<file path="src/design/clk_startup_pkg.sv">
// constants, register map and types for the clock start-up controller
package clk_startup_pkg;
  // clock source select field codes (fuse bit 1 = unprogrammed)
  localparam logic [3:0] CSS_RC_OSC       = 4'h2;
  localparam logic [3:0] CSS_EXT_CLOCK    = 4'h0;
  localparam logic [1:0] SUT_SHIPPED      = 2'h2;
  localparam logic [3:0] CSS_SHIPPED      = 4'h2;
  localparam logic       DIV8_SHIPPED     = 1'b0;
  // start-up counts in selected-clock cycles
  localparam int unsigned CK_6            = 6;
  localparam int unsigned CK_14           = 14;
  localparam int unsigned CK_258          = 258;
  localparam int unsigned CK_1K           = 1024;
  localparam int unsigned CK_16K          = 16384;
  localparam int unsigned CK_32K          = 32768;
  // watchdog oscillator counts for the reset delay
  localparam int unsigned WDT_SHORT_CYC   = 4096;
  localparam int unsigned WDT_LONG_CYC    = 65536;
  // register byte offsets
  localparam logic [7:0] FUSE_OFF         = 8'h00;
  localparam logic [7:0] SLEEP_OFF        = 8'h04;
  localparam logic [7:0] STATUS_OFF       = 8'h08;
  localparam logic [7:0] GATE_OFF         = 8'h0C;
  // fuse register reset value: {div8, sut[1:0], css[3:0]}
  localparam logic [6:0] FUSE_RESET       = {DIV8_SHIPPED, SUT_SHIPPED, CSS_SHIPPED};
  localparam logic [1:0] AXI_OKAY         = 2'h0;
  localparam logic [1:0] AXI_SLVERR       = 2'h2;
  // sleep modes
  typedef enum logic [2:0] {
    SLP_IDLE, SLP_ADC_NR, SLP_PWR_DOWN, SLP_PWR_SAVE, SLP_STANDBY
  } sleep_mode_t;
  // clock source classes
  typedef enum logic [2:0] {
    SRC_XTAL, SRC_LF_XTAL, SRC_RC, SRC_EXT, SRC_BAD
  } source_t;
endpackage : clk_startup_pkg

</file>
<file path="src/design/startup_count_if.sv">
// start/done handshake between the sequencer and a down counter
`timescale 1ns/100ps
`default_nettype none
interface startup_count_if;
  logic        start;
  logic [16:0] count;
  logic        tick;
  logic        done;
  modport ctrl (output start, output count, output tick, input done);
  modport cnt  (input start, input count, input tick, output done);
endinterface : startup_count_if
`default_nettype wire

</file>
<file path="src/design/clock_source_startup_control.sv">
// clock source decode, start-up sequencing and clock domain gating
//
// The address map and the AXI4-Lite register port are this design's own decisions.
`timescale 1ns/100ps
`default_nettype none
// Contract
// RQ1: decode source field into crystal, low-frequency crystal, RC, external or reserved
// RQ2: fuse bit one means unprogrammed, zero means programmed
// RQ3: after power-down/save wake, count selected-clock cycles before resuming execution
// RQ4: reset adds watchdog-oscillator delay of 4096 or 65536 cycles
// RQ5: shipped fuses: source 0010, start-up 10, divide-by-eight programmed
// RQ6: crystal band from upper three select bits
// RQ7: crystal bit0=0: codes 00,01 give 258 clocks; 10 gives 1K, 14 clocks only
// RQ8: bit0=0 code 11: 1K plus 4.1 ms; bit0=1 code 00: 1K plus 65 ms
// RQ9: bit0=1 codes 01,10,11: 16K clocks; reset adds none, 4.1 ms, 65 ms
// RQ10: gate unused clock domains according to sleep mode
// RQ11: core clock stop halts core; peripheral clock drives timers and serial units
// RQ12: serial start detection works asynchronously while peripheral clock halted
// RQ13: program memory clock runs with the core clock
// RQ14: async timer clock keeps running in sleep modes
// RQ15: converter clock runs while core and peripheral clocks halted
// RQ16: RC and external clock: 6 clocks from sleep, reset 14/4.1ms/65ms, 11 reserved; code gives 11 the 65 ms delay
// RQ17: hold execution until reset delay and clock start-up count both complete
// RQ18: reserved source codes fall back to the internal RC oscillator
module clock_source_startup_control import clk_startup_pkg::*; (
  // system clock and reset
  input  wire logic        clk,
  input  wire logic        rst_n,
  // oscillator and watchdog oscillator cycle enables
  input  wire logic        osc_tick,
  input  wire logic        wdt_tick,
  input  wire logic        osc_running,
  // sleep request and wake events
  input  wire logic        sleep_req,
  input  wire logic        wake_evt,
  input  wire logic        serial_start_async,
  // axi4-lite write address
  input  wire logic [7:0]  s_axi_awaddr,
  input  wire logic        s_axi_awvalid,
  output logic             s_axi_awready,
  // axi4-lite write data
  input  wire logic [31:0] s_axi_wdata,
  input  wire logic [3:0]  s_axi_wstrb,
  input  wire logic        s_axi_wvalid,
  output logic             s_axi_wready,
  // axi4-lite write response
  output logic [1:0]       s_axi_bresp,
  output logic             s_axi_bvalid,
  input  wire logic        s_axi_bready,
  // axi4-lite read address
  input  wire logic [7:0]  s_axi_araddr,
  input  wire logic        s_axi_arvalid,
  output logic             s_axi_arready,
  // axi4-lite read data
  output logic [31:0]      s_axi_rdata,
  output logic [1:0]       s_axi_rresp,
  output logic             s_axi_rvalid,
  input  wire logic        s_axi_rready,
  // clock domain enables
  output logic             core_clock_en,
  output logic             peripheral_clock_en,
  output logic             program_memory_clock_en,
  output logic             async_timer_clock_en,
  output logic             converter_clock_en,
  output logic             serial_start_wake,
  // decoded configuration
  output logic [2:0]       source_class,
  output logic [2:0]       oscillator_band_select,
  output logic             divide_by_eight_en,
  output logic             run_enable
);

  typedef enum logic [2:0] {
    ST_RESET_WDT, ST_RESET_CLK, ST_RUN, ST_SLEEP, ST_WAKE_CLK
  } seq_state_t;

  seq_state_t  state_r, state_nxt;
  logic [6:0]  fuse_r;
  sleep_mode_t mode_r;
  logic        done_seen_r;

  // fuse fields
  wire logic [3:0] clock_source_select_field = fuse_r[3:0];
  wire logic [1:0] startup_delay_field       = fuse_r[5:4];
  wire logic       divide_by_eight_fuse      = fuse_r[6];
  wire logic       startup_group_select_bit  = clock_source_select_field[0];

  // source decode; reserved codes fall back to RC timing
  source_t src;
  assign src = clock_source_select_field[3]           ? SRC_XTAL :    // RQ1
               (clock_source_select_field[3:1] == 3'h3) ? SRC_LF_XTAL :
               (clock_source_select_field == CSS_RC_OSC)    ? SRC_RC :
               (clock_source_select_field == CSS_EXT_CLOCK) ? SRC_EXT : SRC_BAD;
  wire source_t eff_src = (src == SRC_BAD) ? SRC_RC : src;              // RQ18
  assign source_class           = src;
  assign oscillator_band_select = (src == SRC_XTAL) ? clock_source_select_field[3:1] : 3'h0; // RQ6
  assign divide_by_eight_en     = !divide_by_eight_fuse;                 // RQ2

  // start-up table: sleep wake count and reset watchdog selection
  logic [16:0] wake_cnt;
  logic [1:0]  rst_sel;   // 0 none, 1 short, 2 long
  always_comb begin
    wake_cnt = 17'(CK_6);
    rst_sel  = 2'd0;
    unique case (eff_src)
      SRC_XTAL: begin
        unique case ({startup_group_select_bit, startup_delay_field})
          3'b000: begin wake_cnt = 17'(CK_258); rst_sel = 2'd1; end   // RQ7
          3'b001: begin wake_cnt = 17'(CK_258); rst_sel = 2'd2; end   // RQ7
          3'b010: begin wake_cnt = 17'(CK_1K);  rst_sel = 2'd0; end   // RQ7
          3'b011: begin wake_cnt = 17'(CK_1K);  rst_sel = 2'd1; end   // RQ8
          3'b100: begin wake_cnt = 17'(CK_1K);  rst_sel = 2'd2; end   // RQ8
          3'b101: begin wake_cnt = 17'(CK_16K); rst_sel = 2'd0; end   // RQ9
          3'b110: begin wake_cnt = 17'(CK_16K); rst_sel = 2'd1; end   // RQ9
          default: begin wake_cnt = 17'(CK_16K); rst_sel = 2'd2; end  // RQ9
        endcase
      end
      SRC_LF_XTAL: begin
        wake_cnt = startup_group_select_bit ? 17'(CK_32K) : 17'(CK_1K);
        rst_sel  = (startup_delay_field == 2'd3) ? 2'd2 : startup_delay_field;
      end
      default: begin
        wake_cnt = 17'(CK_6);                                             // RQ16
        rst_sel  = (startup_delay_field == 2'd3) ? 2'd2 : startup_delay_field; // RQ16
      end
    endcase
  end

  // reset-time clock count is 14 plus any watchdog delay
  wire logic [16:0] wdt_cnt = (rst_sel == 2'd2) ? 17'(WDT_LONG_CYC) :
                              (rst_sel == 2'd1) ? 17'(WDT_SHORT_CYC) : 17'd0;

  // counters: watchdog oscillator and selected clock
  startup_count_if wdt_if ();
  startup_count_if osc_if ();
  startup_counter #(.WIDTH(17)) u_wdt_cnt (.clk(clk), .rst_n(rst_n), .cif(wdt_if.cnt));
  startup_counter #(.WIDTH(17)) u_osc_cnt (.clk(clk), .rst_n(rst_n), .cif(osc_if.cnt));

  wire logic enter_reset_wdt = (state_r == ST_RESET_WDT) && !done_seen_r;
  wire logic wake_go         = (state_r == ST_SLEEP) && (wake_evt || serial_start_async);
  wire logic clk_go          = (state_r == ST_RESET_WDT) && done_seen_r && wdt_if.done
                               && osc_running;                            // RQ17
  assign wdt_if.start = enter_reset_wdt && (wdt_cnt != 17'd0);            // RQ4
  assign wdt_if.count = wdt_cnt;
  assign wdt_if.tick  = wdt_tick;                                         // RQ4
  assign osc_if.start = clk_go || (wake_go && osc_running);
  assign osc_if.count = clk_go ? 17'(CK_14) : wake_cnt;                   // RQ3
  assign osc_if.tick  = osc_tick;                                         // RQ3

  // sequencer next state
  always_comb begin
    state_nxt = state_r;
    unique case (state_r)
      ST_RESET_WDT: if (clk_go) state_nxt = ST_RESET_CLK;
      ST_RESET_CLK: if (osc_if.done) state_nxt = ST_RUN;                  // RQ17
      ST_RUN:       if (sleep_req) state_nxt = ST_SLEEP;
      ST_SLEEP: begin
        if (wake_go && osc_running) begin
          state_nxt = ((mode_r == SLP_PWR_DOWN) || (mode_r == SLP_PWR_SAVE)) ?
                      ST_WAKE_CLK : ST_RUN;                               // RQ3
        end
      end
      ST_WAKE_CLK:  if (osc_if.done) state_nxt = ST_RUN;                  // RQ3
    endcase
  end

  // sequencer registers
  always_ff @(posedge clk or negedge rst_n) begin
    if (!rst_n) begin
      state_r     <= ST_RESET_WDT;
      done_seen_r <= 1'b0;
    end else begin
      state_r     <= state_nxt;
      done_seen_r <= (state_r == ST_RESET_WDT);
    end
  end

  // clock domain gating per sleep mode
  wire logic running = (state_r == ST_RUN);
  wire logic asleep  = (state_r == ST_SLEEP) || (state_r == ST_WAKE_CLK);
  assign run_enable              = running;                               // RQ17
  assign core_clock_en           = running;                               // RQ11
  assign program_memory_clock_en = core_clock_en;                         // RQ13
  assign peripheral_clock_en     = running || (asleep && mode_r == SLP_IDLE); // RQ10
  assign converter_clock_en      = running || (asleep && (mode_r == SLP_IDLE ||
                                   mode_r == SLP_ADC_NR));                // RQ15
  assign async_timer_clock_en    = (src != SRC_XTAL) || asleep || running; // RQ14
  assign serial_start_wake       = asleep && !peripheral_clock_en && serial_start_async; // RQ12

  // axi4-lite slave: write side
  logic aw_got_r, w_got_r, bvalid_r, bad_w_r;
  logic [7:0]  awaddr_r;
  logic [31:0] wdata_r;
  logic [3:0]  wstrb_r;
  assign s_axi_awready = !aw_got_r && !bvalid_r;
  assign s_axi_wready  = !w_got_r && !bvalid_r;
  assign s_axi_bvalid  = bvalid_r;
  assign s_axi_bresp   = bad_w_r ? AXI_SLVERR : AXI_OKAY;
  wire logic aw_hs   = s_axi_awvalid && s_axi_awready;
  wire logic w_hs    = s_axi_wvalid && s_axi_wready;
  wire logic aw_have = aw_got_r || aw_hs;
  wire logic w_have  = w_got_r || w_hs;
  wire logic [7:0]  wa   = aw_got_r ? awaddr_r : s_axi_awaddr;
  wire logic [31:0] wd   = w_got_r ? wdata_r : s_axi_wdata;
  wire logic [3:0]  ws   = w_got_r ? wstrb_r : s_axi_wstrb;
  wire logic        do_w = aw_have && w_have && !bvalid_r;
  wire logic        wr_ok = (wa == FUSE_OFF) || (wa == SLEEP_OFF);
  // register write strobes, low byte only; decoded fuse outputs change as soon as the fuse register is written
  wire logic fuse_we  = do_w && (wa == FUSE_OFF) && ws[0];
  wire logic sleep_we = do_w && (wa == SLEEP_OFF) && ws[0] && (wd[2:0] <= 3'd4);

  always_ff @(posedge clk or negedge rst_n) begin
    if (!rst_n) begin
      aw_got_r <= 1'b0;
      w_got_r  <= 1'b0;
      bvalid_r <= 1'b0;
      bad_w_r  <= 1'b0;
      awaddr_r <= 8'h00;
      wdata_r  <= 32'h0000_0000;
      wstrb_r  <= 4'h0;
    end else begin
      if (aw_hs) awaddr_r <= s_axi_awaddr;
      if (w_hs) begin
        wdata_r <= s_axi_wdata;
        wstrb_r <= s_axi_wstrb;
      end
      aw_got_r <= do_w ? 1'b0 : aw_have;
      w_got_r  <= do_w ? 1'b0 : w_have;
      if (do_w) begin
        bvalid_r <= 1'b1;
        bad_w_r  <= !wr_ok;
      end else if (s_axi_bready) begin
        bvalid_r <= 1'b0;
      end
    end
  end

  // configuration registers
  always_ff @(posedge clk or negedge rst_n) begin
    if (!rst_n) begin
      fuse_r <= FUSE_RESET;                                               // RQ5
      mode_r <= SLP_IDLE;
    end else begin
      if (fuse_we) fuse_r <= wd[6:0];
      if (sleep_we) mode_r <= sleep_mode_t'(wd[2:0]);
    end
  end

  // axi4-lite slave: read side
  logic        rvalid_r;
  logic [31:0] rdata_r;
  logic [1:0]  rresp_r;
  assign s_axi_arready = !rvalid_r;
  assign s_axi_rvalid  = rvalid_r;
  assign s_axi_rdata   = rdata_r;
  assign s_axi_rresp   = rresp_r;
  wire logic [31:0] status_word = {24'h0, 1'b0, src == SRC_BAD, 1'b0, osc_running,
                                   1'b0, state_r};
  wire logic [31:0] gate_word   = {27'h0, converter_clock_en, async_timer_clock_en,
                                   program_memory_clock_en, peripheral_clock_en,
                                   core_clock_en};
  wire logic        rd_ok = (s_axi_araddr == FUSE_OFF) || (s_axi_araddr == SLEEP_OFF) ||
                            (s_axi_araddr == STATUS_OFF) || (s_axi_araddr == GATE_OFF);
  wire logic [31:0] rd_word = (s_axi_araddr == FUSE_OFF)   ? {25'h0, fuse_r} :
                              (s_axi_araddr == SLEEP_OFF)  ? {29'h0, mode_r} :
                              (s_axi_araddr == STATUS_OFF) ? status_word :
                              (s_axi_araddr == GATE_OFF)   ? gate_word : 32'h0000_0000;

  always_ff @(posedge clk or negedge rst_n) begin
    if (!rst_n) begin
      rvalid_r <= 1'b0;
      rdata_r  <= 32'h0000_0000;
      rresp_r  <= AXI_OKAY;
    end else if (s_axi_arvalid && !rvalid_r) begin
      rvalid_r <= 1'b1;
      rdata_r  <= rd_word;
      rresp_r  <= rd_ok ? AXI_OKAY : AXI_SLVERR;
    end else if (s_axi_rready) begin
      rvalid_r <= 1'b0;
    end
  end
endmodule : clock_source_startup_control
`default_nettype wire

</file>
<file path="src/design/startup_counter.sv">
// enable-gated down counter that reports completion
`timescale 1ns/100ps
`default_nettype none
module startup_counter #(
  parameter int WIDTH = 17
) (
  // clock and reset
  input  wire logic      clk,
  input  wire logic      rst_n,
  // control
  startup_count_if.cnt   cif
);
  // refuse widths that cannot hold the longest count
  if (WIDTH < 17) begin : g_width_check
    $error("startup_counter width too small");
  end
  logic [WIDTH-1:0] left_r;
  logic             busy_r;
  // load on start, count on tick, signal done once at zero
  always_ff @(posedge clk or negedge rst_n) begin
    if (!rst_n) begin
      left_r <= '0;
      busy_r <= 1'b0;
    end else if (cif.start) begin
      left_r <= WIDTH'(cif.count);
      busy_r <= 1'b1;
    end else if (busy_r && cif.tick) begin
      if (left_r <= WIDTH'(1)) busy_r <= 1'b0;
      left_r <= (left_r == '0) ? '0 : left_r - WIDTH'(1);
    end
  end
  assign cif.done = !busy_r && !cif.start;
endmodule : startup_counter
`default_nettype wire

</file>
<file path="config.mk">
export PLATFORM = sky130hd
export DESIGN_NAME = clock_source_startup_control
export DESIGN_NICKNAME = d
export VERILOG_FILES = /design/src/design/clk_startup_pkg.sv /design/src/design/startup_count_if.sv /design/src/design/clock_source_startup_control.sv /design/src/design/startup_counter.sv
export SDC_FILE = /design/constraint.sdc
export NUM_CORES = 1
export LEC_CHECK = 0
export ABC_AREA = 1
export ABC_CLOCK_PERIOD_IN_PS = 4330
export BUFFER_PORTS_ARGS = -buffer_cell sky130_fd_sc_hd__buf_2
export CORE_MARGIN = 8
export CORE_UTILIZATION = 59
export DETAILED_ROUTE_END_ITERATION = 16
export PLACE_DENSITY_LB_ADDON = 0.12
export SKIP_CTS_REPAIR_TIMING = 1
export SLEW_MARGIN = 20
export SYNTH_ARGS = -nofsm -noshare
export SYNTH_HDL_FRONTEND = slang
export SYNTH_SLANG_ARGS = --single-unit
</file>
<file path="constraint.sdc">
create_clock -name clk -period 4.33 [get_ports clk]
set_clock_uncertainty 0.05 [all_clocks]
set_input_delay 0.6495 -clock clk [delete_from_list [all_inputs] [get_ports clk]]
set_output_delay 0.6495 -clock clk [all_outputs]
set_load 0.005 [all_outputs]
</file>
=== Yosys cells after proc, flatten, opt, wreduce, memory -nomap -nowiden ===
Index checks and enable logic that the tools add are counted.

* Input bits: 65
* Flip-flop bits (word level): 105
* Logic and storage cells: 179
* Output and inout port bits: 55

* $add $sub $neg: 2
* Multiplexer cells: 48
* Equality and inequality tests: 28
* $lt $le $gt $ge: 3
* Reductions and logical operators: 80

{| class="wikitable"
|+ Operators by type and width
! operator !! number
|-
| 2-to-1 mux 17 bit || 8
|-
| less-or-equal comparator 17 x 1 -> 1 bit, second input constant || 2
|-
| logical NOT 17 bit || 2
|-
| one-hot mux 17 bit (2 select lines) || 1
|-
| subtractor 17 x 1 -> 17 bit, second input constant || 2
|-
| 2-to-1 mux 3 bit || 11
|-
| one-hot mux 15 bit (2 select lines) || 1
|-
| 2-to-1 mux 7 bit || 4
|-
| logical AND 1 bit || 27
|-
| == test 3 x 2 -> 1 bit, second input constant || 7
|-
| nonzero test 17 bit || 1
|-
| == test 8 x 3 -> 1 bit, second input constant || 2
|-
| == test 8 x 4 -> 1 bit, second input constant || 2
|-
| logical NOT 8 bit || 2
|-
| 2-to-1 mux 16 bit || 1
|-
| == test 3 bit, second input constant || 5
|-
| logical NOT 3 bit || 5
|-
| logical OR 1 bit || 15
|-
| 2-to-1 mux 1 bit || 13
|-
| 2-to-1 mux 13 bit || 1
|-
| == test 3 x 1 -> 1 bit, second input constant || 4
|-
| logical NOT 1 bit || 12
|-
| one-hot mux 3 bit (4 select lines) || 1
|-
| nonzero test 2 bit || 6
|-
| other kinds (16) || 26
|}

=== Logic depth before layout (Yosys ltp) ===
Gate-level depths: netlist (run 1).

* Depth in word-level cells: 23
* Mapped depth: 14

=== Cells and area by module ===
From an unflattened synthesis (run 1), not the netlist that was laid out.

* Cell total of the unflattened synthesis: 822
* Area, all modules: 5,644.2 um^2

{| class="wikitable"
|+ Modules (own cells, without submodules)
! module !! instances !! area an instance (um^2) !! cells each
|-
| startup_counter || 2 || 1,428.9 || 221
|-
| clock_source_startup_control || 1 || 2,786.4 || 380
|}

=== Worst setup path before layout (run 1) ===
Ideal clock, no wire load.

* Kind: flip-flop to flip-flop
* Start: reg fuse_r[3]
* End: reg u_wdt_cnt.left_r[8]
* Library setup time: 127 ps
* Cell stages (with the launch flop): 12
* Slack: 2,155 ps
* Data arrival time: 1,998 ps
* Cells stage by stage: dfrtp_1 clkbuf_1 o21ai_0 xor2_1 ha_1 nor2_1 nand2_4 nand2_4 buf_6 nand2_1 xor2_1 nor2_1

* Longest elaborated chain between the ends: 15

{| class="wikitable"
|+ RTL lines
! element !! RTL line !! RTL
|-
| from (decl) || clock_source_startup_control.sv:78 || <nowiki>logic [6:0] fuse_r;</nowiki>
|-
| from (signal assigned) || clock_source_startup_control.sv:244 || <nowiki>if (fuse_we) fuse_r <= wd[6:0];</nowiki>
|-
| logical NOT 4 bit || clock_source_startup_control.sv:93 || <nowiki>(clock_source_select_field == CSS_EXT_CLOCK) ? SRC_EXT : SRC_BAD;</nowiki>
|-
| 2-to-1 mux 3 bit || clock_source_startup_control.sv:93 ||
|-
| 2-to-1 mux 3 bit || clock_source_startup_control.sv:92 || <nowiki>(clock_source_select_field == CSS_RC_OSC) ? SRC_RC :</nowiki>
|-
| 2-to-1 mux 3 bit || clock_source_startup_control.sv:91 || <nowiki>(clock_source_select_field[3:1] == 3'h3) ? SRC_LF_XTAL :</nowiki>
|-
| 2-to-1 mux 3 bit * || clock_source_startup_control.sv:90 || <nowiki>assign src = clock_source_select_field[3] ? SRC_XTAL :</nowiki>
|-
| == test 3 bit || clock_source_startup_control.sv:94 || <nowiki>wire source_t eff_src = (src == SRC_BAD) ? SRC_RC : src;</nowiki>
|-
| 2-to-1 mux 3 bit * || clock_source_startup_control.sv:94 ||
|-
| logical NOT 3 bit * || clock_source_startup_control.sv:105 || <nowiki>unique case (eff_src)</nowiki>
|-
| 2-to-1 mux 2 bit * || -- ||
|-
| == test 2 x 1 -> 1 bit || clock_source_startup_control.sv:131 || <nowiki>(rst_sel == 2'd1) ? 17'(WDT_SHORT_CYC) : 17'd0;</nowiki>
|-
| 2-to-1 mux 13 bit || clock_source_startup_control.sv:131 ||
|-
| 2-to-1 mux 17 bit * || clock_source_startup_control.sv:130 || <nowiki>wire logic [16:0] wdt_cnt = (rst_sel == 2'd2) ? 17'(WDT_LONG_CYC) :</nowiki>
|-
| nonzero test 17 bit || clock_source_startup_control.sv:143 || <nowiki>assign wdt_if.start = enter_reset_wdt && (wdt_cnt != 17'd0);</nowiki>
|-
| logical AND 1 bit || clock_source_startup_control.sv:143 ||
|-
| 2-to-1 mux 17 bit / nonzero test 2 bit (equally long branches) || -- ||
|-
| to (signal assigned) || startup_counter.sv:25 || <nowiki>left_r <= WIDTH'(cif.count);</nowiki>
|-
| to (signal assigned) || startup_counter.sv:29 || <nowiki>left_r <= (left_r == '0) ? '0 : left_r - WIDTH'(1);</nowiki>
|-
| to (decl) || startup_counter.sv:17 || <nowiki>logic [WIDTH-1:0] left_r;</nowiki>
|}

Mark *: on every way between the ends. The rest lies on a longest branch, timed or not.
A chain may end at the register's enable or synchronous reset.

=== Worst setup path after layout (run 1) ===
* Start: reg fuse_r[3]
* End: reg u_wdt_cnt.left_r[12]

Same word-level chain as after synthesis.

==> results of run 1 <==
final timing paths:
| check | start | to | slack, ns |
|---|---|---|---|
| setup / recovery | fuse_r[3] | u_wdt_cnt.left_r[12] | 1.82 |
| setup reg to reg | fuse_r[3] | u_wdt_cnt.left_r[12] | 1.82 |
| min in group clk | s_axi_bready | s_axi_bvalid | 0.42 |
| max in group asynchronous | rst_n | fuse_r[1] | 3.46 |
| hold reg to reg | fuse_r[5] | fuse_r[5] | 0.43 |
| hold / removal | rst_n | u_osc_cnt.left_r[9] | 0.13 |
layout make-up:
class | count | area, um2
Clock buffer | 9 | 124
Clock inverter | 7 | 55.1
Fill cell | 742 | 2760
Inverter | 82 | 308
Multi-Input combinational cell | 513 | 2460
Sequential cell | 79 | 1980
Tap cell | 105 | 131
Timing Repair Buffer | 65 | 350
through the flow:
stage	instance area, um2	power, mW	utilization, %	hold WS [ns]	cells
after floorplan	5050	2.37	-	0.304	717
after global placement	5210	2.65	63.7	0.401	843
after detailed placement	5210	2.70	63.7	0.415	843
after CTS	5390	3.23	65.9	0.408	859
after global routing	5410	3.53	66.2	0.143	860
final	5410	3.21	66.2	0.126	860
sequential cells by signal (all words and copies together), names as in the netlist, 3 cells and up:
register and cells:
awaddr_r 8, fuse_r 7, state_r 3, s_axi_rdata 7
wdata_r 7, u_osc_cnt.left_r 17, mode_r 3, u_wdt_cnt.left_r 17
metal layers:
metal,vias up,global-route usage (%),routed length (um)
li1,2255,-,-
met1,1979,25.2,5070
met2,123,32.8,5050
met3,16,4.07,624
met4,0,6.64,145
met5,-,0,0
placed cells by master (no fill, tap or decap), types with 6 or more instances in the layout:
master / n
nor3_1: 6
o21ai_0: 43
ha_1: 6
inv_1: 75
nor2_1: 97
nand4_1: 13
nand2_1: 188
inv_2: 7
clkbuf_8: 9
xor2_1: 17
a21oi_1: 22
dfrtp_1: 77
buf_2: 63
conb_1: 27
nand3_1: 51
logic make-up after synthesis:
kind of cell,after synthesis
and+or+nand+nor,382
buffers and inverters,125
DFF,79
AOI/OAI and AO/OA,76
xor gates and xnor gates,17
adders and majority gates,6
muxes,5
other,1
report_power, final:
group / total, mW / leakage [nW] / switching (mW) / internal [mW]
combinational: 1.39 / 1.85 / 0.875 / 0.519
clock: 0.519 / 0.0866 / 0.304 / 0.214
sequential: 1.30 / 0.977 / 0.281 / 1.02
total: 3.21 / 2.92 / 1.46 / 1.75
worst max-delay path, delay by kind of cell (launching register included):
kind | cells | cell delay, ns
buffers and inverters | 2 | 0.27
XOR/XNOR | 1 | 0.21
flip-flops | 1 | 0.66
AO/OA/AOI/OAI | 2 | 0.36
adder cells (fa/ha/maj) | 1 | 0.26
AND/OR/NAND/NOR | 5 | 0.58
==> results.ini, run 1 <==
[global_route]
grt_pass1_wl_um=19000
grt_pass1_vias=4299
grt_usage_pct=19.8
antenna_found_initial=0
grt_max_degree=80
overflow=0

[sta]
hold_viol=0
finalCritPeriodShare_pct=57.9
setup_viol=0
drv_slew=0
maxSlewHeadroom_pct=61.2
worst_pin_slew_ns=0.581
rsz0062_at_grt=no
finalSetupTns_ns=0
worst_slack_ns=1.82
fmax_mhz=399
period_minus_slack_ns=2.51

[synthesis]
ys_seq_area_share_pct=39.9
synth_area_mm2=0.00496
syn-instance-count=691
synth_area_leader_cell=dfrtp_1
synth_edf_count=0
synthSimpleGateAreaFrac_pct=33.7
synthFlopType=dfrtp_1
synthMuxAreaShare_pct=1.14
synthArstFlopShare_pct=100
synth_warnings=0
yosys.area.top_type_share_pct=38.9
synthMostInstantiatedCell=nand2_1
synth_top_family_by_area=simple AND/OR/NAND/NOR gates
synth-compound-area-share_pct=8.31
synth-xor-area-share_pct=3.00
yosys-top-cells-count=nand2_1, nor2_1, dfrtp_1
synth_cell_types=37
synthTopCellsByArea=dfrtp_1, nand2_1, nor2_1
synthAdderAreaFrac_pct=1.51
ys_seq_elements=79
synth_area_per_cell_um2=7.17

[finish]
n_antenna_cell=0
fin_nets=821
drive_above_1_share_pct=15.5
syn2layout_area_growth_pct=9.21

[power_and_ir_drop]
p_leak_nw=2.92
cellPowerDensity_mw_per_mm2=593
peakVddDrop_mv=0.313

[cts]
clk_pin_slew_worst_paths_ns=0.10
cts-root-buf=clkbuf_8
cts.sinks=79
numCtsBuffers=9
htreeDepth=3
clk_path_buf_depth=2
clk_latency_ns=0.36
cts_tree=done

[placed_design]
place_ws_ns=1.86
io_buffers=64
gp_congestion=0.896
place_hpwl_um=8130

[worst_hold_path]
hp-class=input port to async pin

[floorplanning]
initial_utilization_pct=60.6
die_h_um=108
top_level_ports=120
core_area_mm2=0.00818
die_w_um=108
die-area_mm2=0.0116
rows=33

[outcome]
status=completed

[setup_path]
start_kind=flip-flop
crit_required_ns=4.52
endpoint_kind=flip-flop
cp_slowest_stage_delay_ns=0.66
crit_type=flip-flop to flip-flop
slowest_stage=dfrtp_1
critPathArrivalTime_ns=2.70
rr_worst_depth=11
worstPathCellList=inv_1 > o21ai_0 > xor2_1 > ha_1 > nor2_1 > nand2_4 > nand2_4 > inv_2 > nand2_1 > nand2_1 > o21bai_1
path_max_fanout=15

[detailed_routing]
routed_wl_um=10900
via_count=4373
wl_per_cell_um=12.7
drt_iter0_markers=153
drc=0
viasPerCell=5.08
drt_pass1_iterations=5
postRouteAntennaNets=0

[run]
timing.max_cap.violations=0

(Power assumes the default switching activity.)
==> inputs of run 2 (changes only) <==
Settings changed: ABC_CLOCK_PERIOD_IN_PS 4330 to 2080, CORE_UTILIZATION 59 to 49.
Clock period 4.33 ns to 2.08 ns, I/O delays scaled along.
==> run 2 against run 1 <==
  * Critical path depth up 2
  * Largest cell class unchanged
  * Clock power increased by 130%
  * First-iteration DRC count up 45%
  * Register-to-register slack worse by 1.8 ns
  * Die area is 17% higher
  * Power is 130% higher
  * Sequential power is 110% higher
  * Cell area grew 6.4%
  * Routed wire length increased by 7.4%
  * Non-clock buffer count increased by 27
  * Sequential cell count unchanged
  * Sequential share of layout area shrank 2.1 points
==> results.ini, run 2 (synthesized netlist as in run 1, its figures left out) <==
[floorplanning]
die_w_um=117  ; +8.3%
initial_utilization_pct=50.5  ; -10 points
core_area_mm2=0.00982  ; +20%
die-area_mm2=0.0136  ; +17%
die_h_um=117  ; +8.3%
top_level_ports=120  ; unchanged
rows=36  ; +9.1%

[power_and_ir_drop]
p_int_mw=4.08  ; +130%
pwr-share-comb_pct=46.7  ; +3.3 points
peakVddDrop_mv=0.706  ; +130%
pwr-share-clk_pct=16.1  ; about the same
switching_share_pct=43.8  ; -1.7 points
power_switching_mw=3.18  ; +120%
power_mw=7.26  ; +130%
p_seq_share_pct=37.2  ; -3.2 points
p_leak_nw=3.07  ; +5.3%
cellPowerDensity_mw_per_mm2=1260  ; +110%

[global_route]
grt_pass1_wl_um=19600  ; +2.9%
grt_usage_pct=17.9  ; -1.9 points
overflow=0  ; unchanged
grt_max_degree=37  ; -54%
grt_pass1_vias=4217  ; -1.9%
antenna_found_initial=0  ; unchanged

[setup_path]
crit_type=flip-flop to flip-flop
endpoint_kind=flip-flop
r2r-start=fuse_r[5]
crit_required_ns=2.28  ; -2.24 ns
critPathArrivalTime_ns=2.23  ; -0.47 ns
rrSetupSlack_ns=0.05  ; -1.78 ns
critical_path.startpoint=fuse_r[5]
start_kind=flip-flop
path_max_fanout=9  ; -6

[finish]
layoutNonFillerInstCount=916  ; +6.5%
multi_input_area_mm2=0.00254  ; +3.1%
fin_nets=849  ; +3.4%
top_regs=u_osc_cnt.left_r x17, u_wdt_cnt.left_r x17, awaddr_r x8
final_cell_area_mm2=0.00576  ; +6.4%
fillers=947  ; +28%
layout_common_cells=nand2_1, nor2_1, inv_1, dfrtp_1, buf_2
syn2layout_area_growth_pct=16.2
n_antenna_cell=0  ; unchanged
drive_above_1_share_pct=19.5  ; +4.0 points
seq_area_mm2=0.00198  ; +0.19%
final_common_cell=nand2_1

[worst_hold_path]
hp-class=input port to flip-flop
hp-start=s_axi_bready

[detailed_routing]
wl_per_cell_um=12.8  ; +0.80%
drc=0  ; unchanged
postRouteAntennaNets=0  ; unchanged
viasPerCell=4.88  ; -4.0%
routed_wl_um=11700  ; +7.4%
via_count=4473  ; +2.3%
drt_pass1_iterations=5  ; unchanged
drt_iter0_markers=222  ; +45%

[cts]
htreeDepth=3  ; unchanged
clk_pin_slew_worst_paths_ns=0.08  ; -0.02 ns
cts-root-buf=clkbuf_8
clk_path_buf_depth=2  ; unchanged
clk_latency_ns=0.36  ; about the same
cts_tree=done
cts.sinks=79  ; unchanged
numCtsBuffers=9  ; unchanged

[placed_design]
placed_area_mm2=0.00541  ; +3.8%
gp_congestion=0.831  ; -7.2%
placed_cells=891  ; +5.7%
io_buffers=64  ; unchanged
place_hpwl_um=8780  ; +8.0%

[sta]
whs_ns=0.0829  ; -0.0435 ns
setup_viol=0  ; unchanged
fmax_mhz=492  ; +23%
finalCritPeriodShare_pct=97.7  ; +40 points
drv_slew=0  ; unchanged
hold_viol=0  ; unchanged
period_minus_slack_ns=2.03  ; -0.474 ns
finalSetupTns_ns=0  ; unchanged
rsz0062_at_grt=yes

[outcome]
status=completed

[run]
timing.max_cap.violations=0  ; unchanged

## run 2: layout make-up
| type | instances | area share (%) |
|---|---|---|
| multi-input cells | 514 | 44.1 |
| flip-flops and latches | 79 | 34.4 |
| repair buffers | 92 | 9.71 |
| inverters | 82 | 5.52 |
| well taps | 133 | 2.89 |
| clock buffers | 13 | 2.58 |
| clock inverters | 3 | 0.738 |
## run 2: path summary, 6_finish.rpt
| path | endpoint | depth (start not counted) |
|---|---|---|
| setup / recovery | u_wdt_cnt.left_r[12] | 13 |
| hold / removal | s_axi_bvalid | 2 |
| min in group asynchronous | u_osc_cnt.left_r[5] | 2 |
| setup reg to reg | u_wdt_cnt.left_r[12] | 13 |
| hold reg to reg | wstrb_r[0] | 2 |
| max in group asynchronous | fuse_r[5] | 3 |
## run 2: critical path: stages, from the launching register on
cell and delay [ns]:
dfstp_2 0.57, inv_4 0.05, o21ai_2 0.10, nand3_1 0.08, nand2_1 0.08, inv_1 0.04, ha_1 0.29, nor2_2 0.13
nand2_4 0.11, nand2_8 0.11, inv_8 0.06, nand2_1 0.05, nand2_1 0.04, o21bai_1 0.14
## run 2: metrics by stage
stage / util (%) / setup WS [ns]
global route: 58.7 / -0.0763
finish: 58.7 / 0.0470
CTS: 57.0 / -0.119
floorplan: - / 0.00491
detailed placement: 55.1 / -0.111
global placement: 55.1 / -0.0446
## run 2: power groups by stage
stage	clock network (mW)	logic [mW]	registers [mW]
floorplan	0	2.43	2.52
global placement	0	3.07	2.68
detailed placement	0	3.15	2.70
CTS	1.21	3.16	2.67
global route	1.26	3.89	2.80
finish	1.17	3.38	2.70
## run 2: per-layer routing
layer | vias to the layer above | routed length [um] | global-route usage (%)
li1 | 2309 | - | -
met1 | 2047 | 5440 | 23.5
met2 | 107 | 5430 | 28.4
met3 | 10 | 699 | 4.60
met4 | 0 | 124 | 5.89
met5 | - | 0 | 0
==> inputs of run 3 (changes only) <==
Settings changed: CORE_ASPECT_RATIO set to 0.75.
==> run 3 against run 2 <==
  * First-iteration DRC count grew 74%
  * Cell area grew 0.89%
  * Critical endpoint is now u_wdt_cnt.left_r[10]
  * Setup slack lost 0.030 ns
  * Highest routed layer unchanged
  * Sequential power is essentially flat
  * Power grew 4.9%
  * Critical path type unchanged
  * Global-route usage shrank 0.28 points
  * Non-clock buffer count shrank 4
  * Hold slack gained 0.012 ns
  * Die area grew 0.25%
  * Fmax shrank 1.4%
  * Sequential cell count is the same
  * Via count grew 1.5%
==> results.ini, run 3 (synthesized netlist as in run 1, its figures left out) <==
[outcome]
status=completed

[detailed_routing]
drt_iter0_markers=386  ; +74%
drc=0  ; unchanged
wl_per_cell_um=13.4  ; +5.0%
drt_pass1_iterations=5  ; unchanged
viasPerCell=4.99  ; +2.1%
via_count=4542  ; +1.5%
postRouteAntennaNets=0  ; unchanged
routed_wl_um=12200  ; +4.4%

[setup_path]
rr_worst_depth=13  ; unchanged
start_kind=flip-flop
endpoint_kind=flip-flop
rrSetupSlack_ns=0.02  ; -0.03 ns
path_max_fanout=6  ; -3
crit_type=flip-flop to flip-flop
r2r-start=fuse_r[5]
crit_required_ns=2.29  ; about the same
critPathArrivalTime_ns=2.28  ; +0.05 ns
r2r_end=u_wdt_cnt.left_r[10]

[finish]
fin_nets=846  ; -0.35%
top_regs=u_osc_cnt.left_r x17, u_wdt_cnt.left_r x17, awaddr_r x8
layout_common_cells=nand2_1, nor2_1, dfrtp_1, inv_1, buf_2
syn2layout_area_growth_pct=17.3
n_antenna_cell=0  ; unchanged
utilization_pct=59.7  ; +1.0 points
drive_above_1_share_pct=19.8  ; +0.23 points
final_common_cell=nand2_1

[sta]
fmax_mhz=485  ; -1.4%
rsz0062_at_grt=yes
drv_slew=0  ; unchanged
period_minus_slack_ns=2.06  ; +0.0296 ns
hold_viol=0  ; unchanged
setup_viol=0  ; unchanged
finalCritPeriodShare_pct=99.2  ; +1.4 points

[cts]
clk_pin_slew_worst_paths_ns=0.06  ; -0.02 ns
cts-root-buf=clkbuf_16
cts_tree=done
htreeDepth=3  ; unchanged
clk_path_buf_depth=2  ; unchanged
cts.sinks=79  ; unchanged
clk_latency_ns=0.33  ; -0.03 ns
numCtsBuffers=9  ; unchanged

[global_route]
grt_pass1_vias=4064  ; -3.6%
antenna_found_initial=0  ; unchanged
grt_max_degree=38  ; +2.7%
overflow=0  ; unchanged
grt_pass1_wl_um=19500  ; -0.67%
grt_usage_pct=17.7  ; -0.28 points

[power_and_ir_drop]
power_mw=7.61  ; +4.9%
peakVddDrop_mv=0.657  ; -6.9%
p_leak_nw=3.09  ; +0.62%
cellPowerDensity_mw_per_mm2=1310  ; +3.9%

[floorplanning]
core_area_mm2=0.00974  ; -0.85%
die-area_mm2=0.0136  ; +0.25%
top_level_ports=120  ; unchanged
rows=31  ; -14%
die_w_um=132  ; +13%
initial_utilization_pct=50.9  ; +0.43 points
die_h_um=103  ; -12%

[run]
timing.max_cap.violations=0  ; unchanged

[worst_hold_path]
hp-start=s_axi_bready
whs_endpoint=s_axi_bvalid
hp-class=input port to flip-flop
min_path_cells=2  ; unchanged

[placed_design]
io_buffers=64  ; unchanged
place_hpwl_um=9270  ; +5.5%
gp_congestion=0.847  ; +1.9%

run 3: cell count changes in the layout (fill, tap and decap cells not counted), sizes merged:
| cell | delta |
|---|---|
| buf | -4 |
| clkbuf | -2 |
| clkinv | +1 |
| o21ai | +1 |
run 3: worst max-delay path, cell delays in order, from the launching register on:
cell     delay [ns]
dfstp_2        0.55
inv_2          0.05
nand2_1        0.07
o21ai_1        0.09
xor2_1         0.18
ha_1           0.29
nor2_2         0.13
nand2_4        0.11
nand2_8        0.12
buf_6          0.12
nand2_2        0.04
nand2_1        0.06
nand2_1        0.05
nor2_1         0.08
run 3: power by group:
part / switching [mW] / internal (mW)
Clock: 0.608 / 0.919
Sequential: 0.582 / 2.13
Combinational: 2.06 / 1.31
run 3: layout make-up:
| type | instances | area [um2] |
|---|---|---|
| multi-input combinational | 515 | 2550 |
| timing repair buffer | 88 | 522 |
| clock buffer | 11 | 233 |
| sequential | 79 | 1980 |
| clock inverter | 4 | 47.5 |
| inverter | 82 | 315 |
| fill | 922 | 3920 |
| tap | 132 | 165 |
run 3: routing by layer:
layer	part of all wire, %	GRT usage (%)	vias to the layer above
met5	0	0	-
met4	1.0	5.19	0
met3	7.0	5.60	10
met2	42	25.7	141
met1	50	24.6	2086
li1	-	-	2305
run 3: worst max path at each step:
stage | start | to | slack (ns)
3_3_place_gp | fuse_r[5] | u_wdt_cnt.left_r[12] | -0.05
5_1_grt | fuse_r[5] | u_wdt_cnt.left_r[10] | -0.12
4_1_cts | fuse_r[5] | u_wdt_cnt.left_r[12] | -0.08
3_5_place_dp | fuse_r[5] | u_wdt_cnt.left_r[12] | -0.06
6_report | fuse_r[5] | u_wdt_cnt.left_r[10] | 0.02
2_1_floorplan | fuse_r[5] | u_wdt_cnt.left_r[8] | 0.005
run 3: through the flow:
step	worst slack, ns	cell area (um2)	instances	setup TNS [ns]	hold WS (ns)
detailed placement	-0.0616	5400	889	-0.247	0.234
global placement	-0.0455	5400	889	-0.172	0.234
global route	-0.122	5810	911	-1.43	0.0991
floorplan	0.00491	5060	717	0	-0.0336
CTS	-0.0834	5680	904	-0.521	-0.125
finish	0.0174	5810	911	0	0.0952
